<file path="src/core/bidsl_pkg.sv">
// package for the board io decode and status latch block
`default_nettype none
package bidsl_pkg;
  // register block bases (16-bit io offsets)
  localparam logic [15:0] BIDSL_CTRL_OFS = 16'hE000;
  localparam logic [15:0] BIDSL_VPAGE_OFS = 16'hE800;
  localparam logic [15:0] BIDSL_ERRADDR_OFS = 16'hF000;
  localparam logic [15:0] BIDSL_STATUS_OFS = 16'hF800;
  // control latch bit positions (index written on addr[3:1])
  localparam int BIDSL_CB_FSOFT = 0;
  localparam int BIDSL_CB_FHARD = 1;
  localparam int BIDSL_CB_CTXA = 2;
  localparam int BIDSL_CB_CTXB = 3;
  localparam int BIDSL_CB_START = 4;
  localparam int BIDSL_CB_SMSK = 5;
  localparam int BIDSL_CB_VMSK = 6;
  localparam int BIDSL_CB_HMSK = 7;
  // control latch reset: active-low diag off, startup mode, all masks on
  localparam logic [7:0] BIDSL_CTRL_RST = 8'h03;
  // status bit positions
  localparam int BIDSL_SB_SOFT = 0;
  localparam int BIDSL_SB_HARD = 1;
  localparam int BIDSL_SB_VRT = 2;
  localparam int BIDSL_SB_BUS_TIMEOUT_FLAG = 3;
  localparam int BIDSL_SB_INV = 4;
  localparam int BIDSL_SB_VID = 5;
  localparam int BIDSL_SB_COMPOSITE_SYNC = 6;
  localparam logic [5:0] BIDSL_VPAGE_RST = 6'h00;
  localparam logic [15:0] BIDSL_ERRADDR_RST = 16'h0000;
  // timing
  localparam int BIDSL_CLK_HZ = 10000000;
  localparam int BIDSL_POR_MS = 1000;
  localparam int BIDSL_POR_CYC = BIDSL_CLK_HZ / 1000 * BIDSL_POR_MS;
  localparam int BIDSL_BUS_TIMEOUT_FLAG_MIN_US = 30;
  localparam int BIDSL_BUS_TIMEOUT_FLAG_MAX_US = 300;
  // timeout set at the short end of the window, 300 cycles
  localparam int BIDSL_BUS_TIMEOUT_FLAG_CYC = (BIDSL_BUS_TIMEOUT_FLAG_MIN_US * (BIDSL_CLK_HZ / 1000000));
  // special io decode of upper address
  typedef enum logic [1:0] {
    BIDSL_SP_ROM = 2'b00,
    BIDSL_SP_XLAT = 2'b01,
    BIDSL_SP_NONE = 2'b11
  } bidsl_sp_t;
endpackage : bidsl_pkg
`default_nettype wire

</file>
<file path="src/core/bidsl_top.sv">
// io decode, control latch, error address and status latches, time delay logic
`default_nettype none
module bidsl_top #(
  parameter int POR_CYCLES = bidsl_pkg::BIDSL_POR_CYC
) (
  input wire logic clk,
  input wire logic rstn,
  input wire logic io_cycle_active,
  input wire logic special_io_cycle,
  input wire logic [20:0] addr,
  input wire logic rd,
  input wire logic wr,
  input wire logic [7:0] data_in,
  input wire logic addr_strobe,
  input wire logic cpu_phase,
  input wire logic read_ind,
  input wire logic mem_write,
  input wire logic col_strobe,
  input wire logic video_access,
  input wire logic soft_err_in,
  input wire logic hard_err_in,
  input wire logic retrace_in,
  input wire logic video_invert_opt,
  input wire logic video_data,
  input wire logic composite_sync,
  input wire logic reset_button_in,
  output logic [15:0] data_out,
  output logic data_oe,
  output logic [7:0] range_sel,
  output logic boot_rom_sel,
  output logic xlat_reg_sel,
  output logic xlat_ram_enable,
  output logic [1:0] context_sel,
  output logic startup_mode,
  output logic [5:0] video_page,
  output logic force_soft_wr,
  output logic force_hard_wr,
  output logic retrace_irq,
  output logic mem_dir_read,
  output logic por_out
);
  import bidsl_pkg::*;

  // control latch; bits 0,1,5,6,7 are active low like the board wiring
  logic [7:0] ctrl_r;
  logic [7:0] ctrl_nxt;
  logic [5:0] vpage_r;
  logic [15:0] eaddr_r;
  logic soft_err_flag, hard_err_flag, retrace_irq_flag, bus_timeout_flag;
  logic [15:0] dout_r;
  logic doe_r;
  logic [7:0] range_r;
  logic rom_r, xlat_r, mdir_r, irq_r;
  logic [31:0] por_cnt_r;
  logic por_r;
  logic [15:0] bto_cnt_r;
  // inverted latch bits kept in flops of their own, so these outputs need no gate
  // they load from ctrl_nxt and therefore change on the same edge as the latch
  logic startup_r, fsoft_r, fhard_r;

  // decode helper: one-hot 3-to-8
  function automatic logic [7:0] bidsl_dec8(input logic [2:0] sel, input logic en);
    bidsl_dec8 = en ? (8'h01 << sel) : 8'h00;
  endfunction : bidsl_dec8

  // first stage enable
  // gated decode
  wire stage1_en = io_cycle_active & addr[9] & addr[16];
  wire [7:0] ranges = bidsl_dec8(addr[15:13], stage1_en);
  // top range enables the board-local second stage
  wire board_io_enable = ranges[7];
  // second stage on a11/a12
  // only the low four codes exist; the upper four stay idle by construction
  wire [7:0] blk8 = bidsl_dec8({1'b0, addr[12:11]}, board_io_enable);
  wire [3:0] blk = blk8[3:0];
  wire ctrl_latch_load = blk[0] & wr;
  wire video_page_load = blk[1] & wr;
  wire err_addr_read_sel = blk[2] & rd;
  wire status_read_sel = blk[3] & rd;

  // the board register decode above is gated by io_cycle_active with a9 and a16, not by special_io_cycle
  // special io decode of a15/a16
  wire [1:0] sp_code = special_io_cycle ? addr[16:15] : BIDSL_SP_NONE;
  wire sp_rom = (sp_code == BIDSL_SP_ROM);
  wire sp_xlat = (sp_code == BIDSL_SP_XLAT);

  // named control bits (masks and diag are active low)
  // the latch resets with diag off, so ordinary writes never fake an error
  wire soft_err_mask = ~ctrl_r[BIDSL_CB_SMSK];
  wire hard_err_mask = ~ctrl_r[BIDSL_CB_HMSK];
  wire retrace_irq_mask = ~ctrl_r[BIDSL_CB_VMSK];
  wire force_soft_err = ~ctrl_r[BIDSL_CB_FSOFT];
  wire force_hard_err = ~ctrl_r[BIDSL_CB_FHARD];

  // addressable latch: addr[3:1] picks the bit, data bit 0 is its value
  // single bit load
  always_comb begin
    ctrl_nxt = ctrl_r;
    if (ctrl_latch_load) begin
      ctrl_nxt[addr[3:1]] = data_in[0];
    end
  end

  // error sources, with diagnostic forcing during memory writes
  // diag forcing
  wire soft_src = soft_err_in | (force_soft_err & mem_write & col_strobe);
  wire hard_src = hard_err_in | (force_hard_err & mem_write & col_strobe);
  wire any_err = soft_err_flag | hard_err_flag;

  // status latch word: flags shown active high, live bits passed through, video_invert_opt inverted
  // latched flags
  // live bits
  // live bits are not held: a read shows their level at the select edge
  wire [15:0] status_word = {9'h000, composite_sync, video_data, ~video_invert_opt,
                             bus_timeout_flag, retrace_irq_flag, hard_err_flag, soft_err_flag};

  // control latch and video page
  // reset defaults
  // por holds every bit at its default, so software cannot unmask early
  always_ff @(posedge clk or negedge rstn) begin
    if (!rstn) begin
      ctrl_r <= BIDSL_CTRL_RST;
      startup_r <= ~BIDSL_CTRL_RST[BIDSL_CB_START];
      fsoft_r <= ~BIDSL_CTRL_RST[BIDSL_CB_FSOFT];
      fhard_r <= ~BIDSL_CTRL_RST[BIDSL_CB_FHARD];
    end else if (por_r) begin
      ctrl_r <= BIDSL_CTRL_RST;
      startup_r <= ~BIDSL_CTRL_RST[BIDSL_CB_START];
      fsoft_r <= ~BIDSL_CTRL_RST[BIDSL_CB_FSOFT];
      fhard_r <= ~BIDSL_CTRL_RST[BIDSL_CB_FHARD];
    end else begin
      ctrl_r <= ctrl_nxt;
      startup_r <= ~ctrl_nxt[BIDSL_CB_START];
      fsoft_r <= ~ctrl_nxt[BIDSL_CB_FSOFT];
      fhard_r <= ~ctrl_nxt[BIDSL_CB_FHARD];
    end
  end

  // video page load from a15..a20 field in data
  always_ff @(posedge clk or negedge rstn) begin
    if (!rstn) begin
      vpage_r <= BIDSL_VPAGE_RST;
    end else if (video_page_load) begin
      vpage_r <= data_in[5:0];
    end
  end

  // error address: tracks every column strobe until an error freezes it
  // reload until error
  // video accesses load a6..a14 too
  // trade-off: video errors still load a6..a14; software must ignore them
  always_ff @(posedge clk or negedge rstn) begin
    if (!rstn) begin
      eaddr_r <= BIDSL_ERRADDR_RST;
    end else if (col_strobe && !any_err) begin
      eaddr_r <= {addr[20:6], video_access};
    end
  end

  // soft and hard flags: mask low holds the flag clear
  // soft mask
  always_ff @(posedge clk or negedge rstn) begin
    if (!rstn) begin
      soft_err_flag <= 1'b0;
      hard_err_flag <= 1'b0;
    end else begin
      soft_err_flag <= soft_err_mask ? 1'b0 : (soft_err_flag | soft_src);
      hard_err_flag <= hard_err_mask ? 1'b0 : (hard_err_flag | hard_src);
    end
  end

  // retrace flag and its interrupt; mask keeps both quiet
  // the flag has no clear of its own; only the mask drops it
  // retrace mask
  always_ff @(posedge clk or negedge rstn) begin
    if (!rstn) begin
      retrace_irq_flag <= 1'b0;
      irq_r <= 1'b0;
    end else begin
      retrace_irq_flag <= retrace_irq_mask ? 1'b0 : (retrace_irq_flag | retrace_in);
      irq_r <= ~retrace_irq_mask & (retrace_irq_flag | retrace_in);
    end
  end

  // bus watchdog; strobe restarts it, a new timeout wins over a read clear
  // timeout detect
  // limitation: the window sits at its short end, so slow slaves trip it early
  wire bto_hit = (bto_cnt_r == 16'(BIDSL_BUS_TIMEOUT_FLAG_CYC - 1));
  always_ff @(posedge clk or negedge rstn) begin
    if (!rstn) begin
      bto_cnt_r <= 16'h0000;
    end else if (addr_strobe || bto_hit) begin
      bto_cnt_r <= 16'h0000;
    end else begin
      bto_cnt_r <= bto_cnt_r + 16'h0001;
    end
  end

  always_ff @(posedge clk or negedge rstn) begin
    if (!rstn) begin
      bus_timeout_flag <= 1'b0;
    end else if (bto_hit) begin
      bus_timeout_flag <= 1'b1;
    end else if (err_addr_read_sel) begin
      bus_timeout_flag <= 1'b0;
    end
  end

  // read data mux registered onto the bus
  // data_oe drops the cycle after the select goes away; nothing holds the bus
  // status read
  always_ff @(posedge clk or negedge rstn) begin
    if (!rstn) begin
      dout_r <= 16'h0000;
      doe_r <= 1'b0;
    end else begin
      dout_r <= status_read_sel ? status_word : (err_addr_read_sel ? eaddr_r : 16'h0000);
      doe_r <= status_read_sel | err_addr_read_sel;
    end
  end

  // decode outputs and direction, registered so outputs come from flops
  // read direction
  // registering costs one cycle on every select, accepted for clean outputs
  always_ff @(posedge clk or negedge rstn) begin
    if (!rstn) begin
      range_r <= 8'h00;
      rom_r <= 1'b0;
      xlat_r <= 1'b0;
      mdir_r <= 1'b0;
    end else begin
      range_r <= ranges;
      rom_r <= sp_rom;
      xlat_r <= sp_xlat;
      mdir_r <= cpu_phase & read_ind;
    end
  end

  // power-on reset timer; button low restarts it, ~1 s at 10 MHz
  // reset stretch
  // the counter is wide enough for the full one second count at this clock
  always_ff @(posedge clk or negedge rstn) begin
    if (!rstn) begin
      por_cnt_r <= 32'h00000000;
      por_r <= 1'b1;
    end else if (!reset_button_in) begin
      por_cnt_r <= 32'h00000000;
      por_r <= 1'b1;
    end else if (por_r) begin
      por_cnt_r <= por_cnt_r + 32'h00000001;
      por_r <= (por_cnt_r < 32'(POR_CYCLES - 1));
    end
  end

  // context, start and page outputs straight from latches
  // context feed
  assign context_sel = {ctrl_r[BIDSL_CB_CTXB], ctrl_r[BIDSL_CB_CTXA]};
  assign startup_mode = startup_r;
  assign xlat_ram_enable = ctrl_r[BIDSL_CB_START];
  assign video_page = vpage_r;
  assign force_soft_wr = fsoft_r;
  assign force_hard_wr = fhard_r;
  assign data_out = dout_r;
  assign data_oe = doe_r;
  assign range_sel = range_r;
  assign boot_rom_sel = rom_r;
  assign xlat_reg_sel = xlat_r;
  assign retrace_irq = irq_r;
  assign mem_dir_read = mdir_r;
  assign por_out = por_r;

  // soft flag stays clear while masked
  AST_SOFT_MASK: assert property (@(posedge clk) disable iff (!rstn)
    soft_err_mask |=> !soft_err_flag) else $error("soft flag set while masked");
  AST_HARD_MASK: assert property (@(posedge clk) disable iff (!rstn)
    hard_err_mask |=> !hard_err_flag) else $error("hard flag set while masked");
  AST_IRQ_MASK: assert property (@(posedge clk) disable iff (!rstn)
    retrace_irq_mask |=> !retrace_irq) else $error("retrace irq passed mask");
  AST_FREEZE: assert property (@(posedge clk) disable iff (!rstn)
    any_err |=> $stable(eaddr_r)) else $error("error address moved after error");
  AST_BUS_TIMEOUT_FLAG_CLR: assert property (@(posedge clk) disable iff (!rstn)
    (err_addr_read_sel && !bto_hit) |=> !bus_timeout_flag) else $error("timeout not cleared");
  AST_BUS_TIMEOUT_FLAG_SET: assert property (@(posedge clk) disable iff (!rstn)
    bto_hit |=> bus_timeout_flag) else $error("timeout not flagged");
  AST_STATUS_RD: assert property (@(posedge clk) disable iff (!rstn)
    status_read_sel |=> (data_oe && data_out[3:0] == $past(status_word[3:0]))) else $error("status read wrong");
  AST_MDIR: assert property (@(posedge clk) disable iff (!rstn)
    (cpu_phase && read_ind) |=> mem_dir_read) else $error("read direction missing");
  AST_POR: assert property (@(posedge clk) disable iff (!rstn)
    !reset_button_in |=> por_out [*2]) else $error("reset not stretched");
  // decode, load and reset checks
  // ungated cycles must leave every range select low
  AST_RANGE_OFF: assert property (@(posedge clk) disable iff (!rstn)
    !stage1_en |=> (range_sel == 8'h00)) else $error("range select without gated cycle");
  // error address read answers with the captured word
  AST_ERR_RD: assert property (@(posedge clk) disable iff (!rstn)
    err_addr_read_sel |=> (data_oe && data_out == $past(eaddr_r))) else $error("error address read wrong");
  // page load takes the six data bits
  AST_VPAGE: assert property (@(posedge clk) disable iff (!rstn)
    video_page_load |=> (video_page == $past(data_in[5:0]))) else $error("video page not loaded");
  // boot rom select on special code zero
  AST_ROM_SEL: assert property (@(posedge clk) disable iff (!rstn)
    (special_io_cycle && addr[16:15] == BIDSL_SP_ROM) |=> boot_rom_sel) else $error("boot rom not selected");
  // translation register select on special code one
  AST_XLAT_SEL: assert property (@(posedge clk) disable iff (!rstn)
    (special_io_cycle && addr[16:15] == BIDSL_SP_XLAT) |=> xlat_reg_sel) else $error("xlat regs not selected");
  // an unfrozen column strobe captures a6..a20 and the access kind
  AST_ERR_LOAD: assert property (@(posedge clk) disable iff (!rstn)
    (col_strobe && !any_err) |=> (eaddr_r == {$past(addr[20:6]), $past(video_access)}))
    else $error("error address not captured");
  // power-on reset leaves startup mode on, diag off, masks asserted
  AST_CTRL_POR: assert property (@(posedge clk) disable iff (!rstn)
    por_r |=> (startup_mode && !force_soft_wr && !force_hard_wr && soft_err_mask && hard_err_mask
               && retrace_irq_mask)) else $error("control defaults not restored");
endmodule : bidsl_top
`default_nettype wire
</file>
<file path="config.mk">
export PLATFORM = sky130hd
export DESIGN_NAME = bidsl_top
export DESIGN_NICKNAME = d
export VERILOG_FILES = /design/src/core/bidsl_pkg.sv /design/src/core/bidsl_top.sv
export SDC_FILE = /design/constraint.sdc
export NUM_CORES = 1
export LEC_CHECK = 0
export CAP_MARGIN = 20
export CELL_PAD_IN_SITES_DETAIL_PLACEMENT = 1
export CELL_PAD_IN_SITES_GLOBAL_PLACEMENT = 1
export CORE_AREA = 2 2 106 108
export DETAILED_ROUTE_END_ITERATION = 16
export DIE_AREA = 0 0 108 110
export DONT_BUFFER_PORTS = 1
export GPL_TIMING_DRIVEN = 0
export PLACE_DENSITY_LB_ADDON = 0.1
export SYNTH_ARGS = -nofsm -noshare
export SYNTH_HDL_FRONTEND = slang
export SYNTH_SLANG_ARGS = --single-unit
</file>
<file path="constraint.sdc">
create_clock -name clk -period 2.2 [get_ports clk]
set_input_delay 0 -clock clk [delete_from_list [all_inputs] [get_ports clk]]
set_output_delay 0 -clock clk [all_outputs]
set_load 0.02 [all_outputs]
</file>
==> results.md <==
- Synth warn: 0
- Family with the most delay on the worst path: simple AND/OR/NAND/NOR gates
- Initial drt markers: around 230
- Post-route clock period utilization: 1.02
- GRT Total Usage: 0.276
- Yosys reg bits: between 100 and 150
- Routability congestion estimate: 0.791
- GRT overflow: 0
- Syn_nets: 512
- Failing checks: negative hold slack, negative setup slack
- Sw power: about 0.0012 W
- First-pass GRT wire length: 24500 µm
- Final setup viols: 1
- H-tree depth reported by CTS: 4
- Internal power: around 0.0042 W
- Area of the die: 11900 µm²
- Clk_skew: between 9 and 10 ps
- Startpoint Class: flop
- Max clock buf depth: 2
- Fmax: between 400 and 500 MHz
- Mapped Area: ~5100 µm²
- Post-Syn Instances: roughly 460
- Final WS setup: -39.7 ps
- Crit-path slowest cell: or4b_4
- Clk network pwr share: 0.544
- P_leak: around 2.9 nW
- Port Buffers: 0
- Vias in the first global route: 4575
- Pre-Repair DR Iteration Count: 5
- WHS: -858 ps
- TritonCTS clock tree: yes
- Final Critical Period: approximately 2200 ps
- Reg2reg path depth: 5
- Worst-Skew Late Latency: around 550 ps
- Pwr/cell area: ~800 nW/µm²
- DRT Wirelength: 15400 µm
- Top-level port count: 90
- Status: finished with violations
- Flop2flop setup slack: -40 ps
- Critical path buffers and inverters: 1
- Switching Fraction: 0.218
- Die Y: ~110 µm
- Critical Path AT: 2640 ps
- Post-synthesis area per instance: 11.1 µm²
- DRC Markers: 0
- Cells along the critical path: and4_1 > or4b_4 > clkbuf_2 > o311ai_2 > o41ai_4
- Most common cell in the netlist: dfrtp_1
- Top FF cell, synth: dfrtp_1
- CTS Buf Count: 17
- Async set-reset flop share out of synthesis: 1.00
- Worst setup path class: reg2reg
- Post-synth EDFFs: 0
- Final Power: between 0.005 and 0.006 W
- RSZ-0062 raised after global routing: true
- Critical path's largest stage delay: 540 ps
- Final Hold Viols: ~120
- Initial Util: 0.478
- Slew Limit Headroom: 0.581
- Flop pwr share: 0.411
- Row cnt: 38
- Layout cells sized above 1: 0.197
- Worst EP required: 2600 ps
- CP Capture Type: flop
- Via count: 4094
- Final Max Slew Viols: 0
- Pin count of the biggest net entering global routing: approximately 120
- Routed vias/inst: approximately 5.9
- HP Class: in2async
- DRT antenna net count: 0
- Initial antenna violation count: 0
- DR WL/cell: 22.1 µm
- Layout Nets: just under 600
- Worst-path maximum fanout: 10
- Worst VDD drop: 0.480 mV
- Sequential area share after synthesis: 0.559
- Commonest cells in the synthesized netlist: 110 x dfrtp_1, 48 x nor2_1, 24 x nand2_1, 23 x mux2_2, 18 x mux2i_1
- Width of the die: between 100 and 150 µm
- Actual slew at the worst max-slew pin: between 600 and 700 ps
- Reg-to-reg startpoint: por_cnt_r[9]$_DFFE_PN0P_
- Hpwl dp: slightly above 8000 µm
- Layout area overhead: 31.0%
- Combinational power share: 0.045
- Max-cap violations: 0
- Antenna cell count: 0
- Clk sinks: approximately 110
- Reg-to-reg critical path endpoint: por_cnt_r[30]$_DFFE_PN0P_
- Netlist cell types: 50
- Root Driver: clkbuf_8
- CORE AREA: roughly 11000 µm²
- Top post-synthesis cells by area: dfrtp_1 54%, mux2_2 5.1%, mux2i_1 3.5%, nor2_1 3.5%, nand4_1 2.1%
- Leading area contributor after synthesis: dfrtp_1
- Synth top area share: 0.539
- Clock-pin slew on the worst setup and hold paths: roughly 60 ps
-- cell usage in the layout, fill, tap and decap left out, drive strengths merged, types with 11 or more instances in the layout --
master       count
xor2            11
a21oi           17
clkbuf          36
mux2            23
nand3           17
buf             13
nand2b          11
nand2           24
nor2            48
o21ai           13
dfrtp          110
dlygate4sd3     57
inv             11
and2            11
nand4           17
mux2i           18
-- worst max path at each step --
stage                              startpoint                         to  slack [ps]  cells after the start
finish               por_cnt_r[9]$_DFFE_PN0P_  por_cnt_r[30]$_DFFE_PN0P_         -40                      5
global route        por_cnt_r[10]$_DFFE_PN0P_  por_cnt_r[30]$_DFFE_PN0P_        -100                      5
CTS                 por_cnt_r[10]$_DFFE_PN0P_  por_cnt_r[27]$_DFFE_PN0P_         -30                      5
detailed placement          por_out$_DFF_PN1_  por_cnt_r[27]$_DFFE_PN0P_        -260                      6
global placement            por_out$_DFF_PN1_  por_cnt_r[21]$_DFFE_PN0P_        -170                      6
floorplan                   por_out$_DFF_PN1_  por_cnt_r[14]$_DFFE_PN0P_          70                      6
-- power by group through the flow --
stage	sequential, W	clock [W]	combinational (W)
2_1_floorplan	0.00222	0	0.000109
3_3_place_gp	0.00223	0	0.000129
3_5_place_dp	0.00223	0	0.000137
4_1_cts	0.00220	0.00293	0.000226
5_1_grt	0.00221	0.00305	0.000260
6_report	0.00220	0.00291	0.000239
-- layer usage --
| metal | vias to the layer above | global-route usage | share of wire |
|---|---|---|---|
| met5 | - | 0 | 0 |
| li1 | 1838 | - | - |
| met3 | 37 | 0.0770 | 0.042 |
| met2 | 103 | 0.483 | 0.53 |
| met4 | 0 | 0.133 | 0.030 |
| met1 | 2116 | 0.314 | 0.40 |
-- cell type report --
cell class                 instances  area (µm²)
clock buffer                      24         500
fill                            1107        4000
clock inverter                     8         123
buffer                            20         113
tap                              140         175
timing repair buffer              62         609
inverter                          11        41.3
multi-input combinational        315        2270
sequential                       114        2860
-- through the flow --
step / setup WS [ps] / instances / cell area [µm²] / util / TNS [ps]
final: -39.7 / 694 / 6690 / 0.626 / -39.7
after global routing: -96.6 / 694 / 6690 / 0.626 / -125
after CTS: -34.1 / 694 / 6570 / 0.614 / -64.9
after detailed placement: -264 / 602 / 5280 / 0.494 / -5030
after global placement: -168 / 602 / 5280 / 0.494 / -3110
after floorplan: 74.6 / 462 / 5110 / - / 0
-- logic make-up after synthesis --
kind of cell,synth area share
AOI/OAI and AO/OA,0.0794
xor gates and xnor gates,0.0326
adders and majority gates,0.00490
buffers and inverters,0.0289
DFF,0.559
muxes,0.0860
and+or+nand+nor,0.209
-- repair_timing --
action | in CTS | in global routing
buffers inserted | 3 | 1
hold buffers | 57 | 1
gates cloned | 0 | 1
pin swaps | 3 | 3
hold endpoints to repair | 195 | 115
endpoints found under the setup margin | 33 | 48
gates resized for setup | 18 | 31
-- flip-flops by register name, indices dropped and copies added, names as in the netlist, 6 cells and up --
signal	count
por_cnt_r	32
range_sel	8
video_page	6
data_out	16
bto_cnt_r	16
eaddr_r	16
ctrl_r	8
-- worst register-to-register path, cell delays in order (launching register included) --
cell	delay (ps)
dfrtp_1	440
and4_1	280
or4b_4	540
clkbuf_2	270
o311ai_2	420
o41ai_4	150
Note: power is estimated with default switching activity, not from simulation.
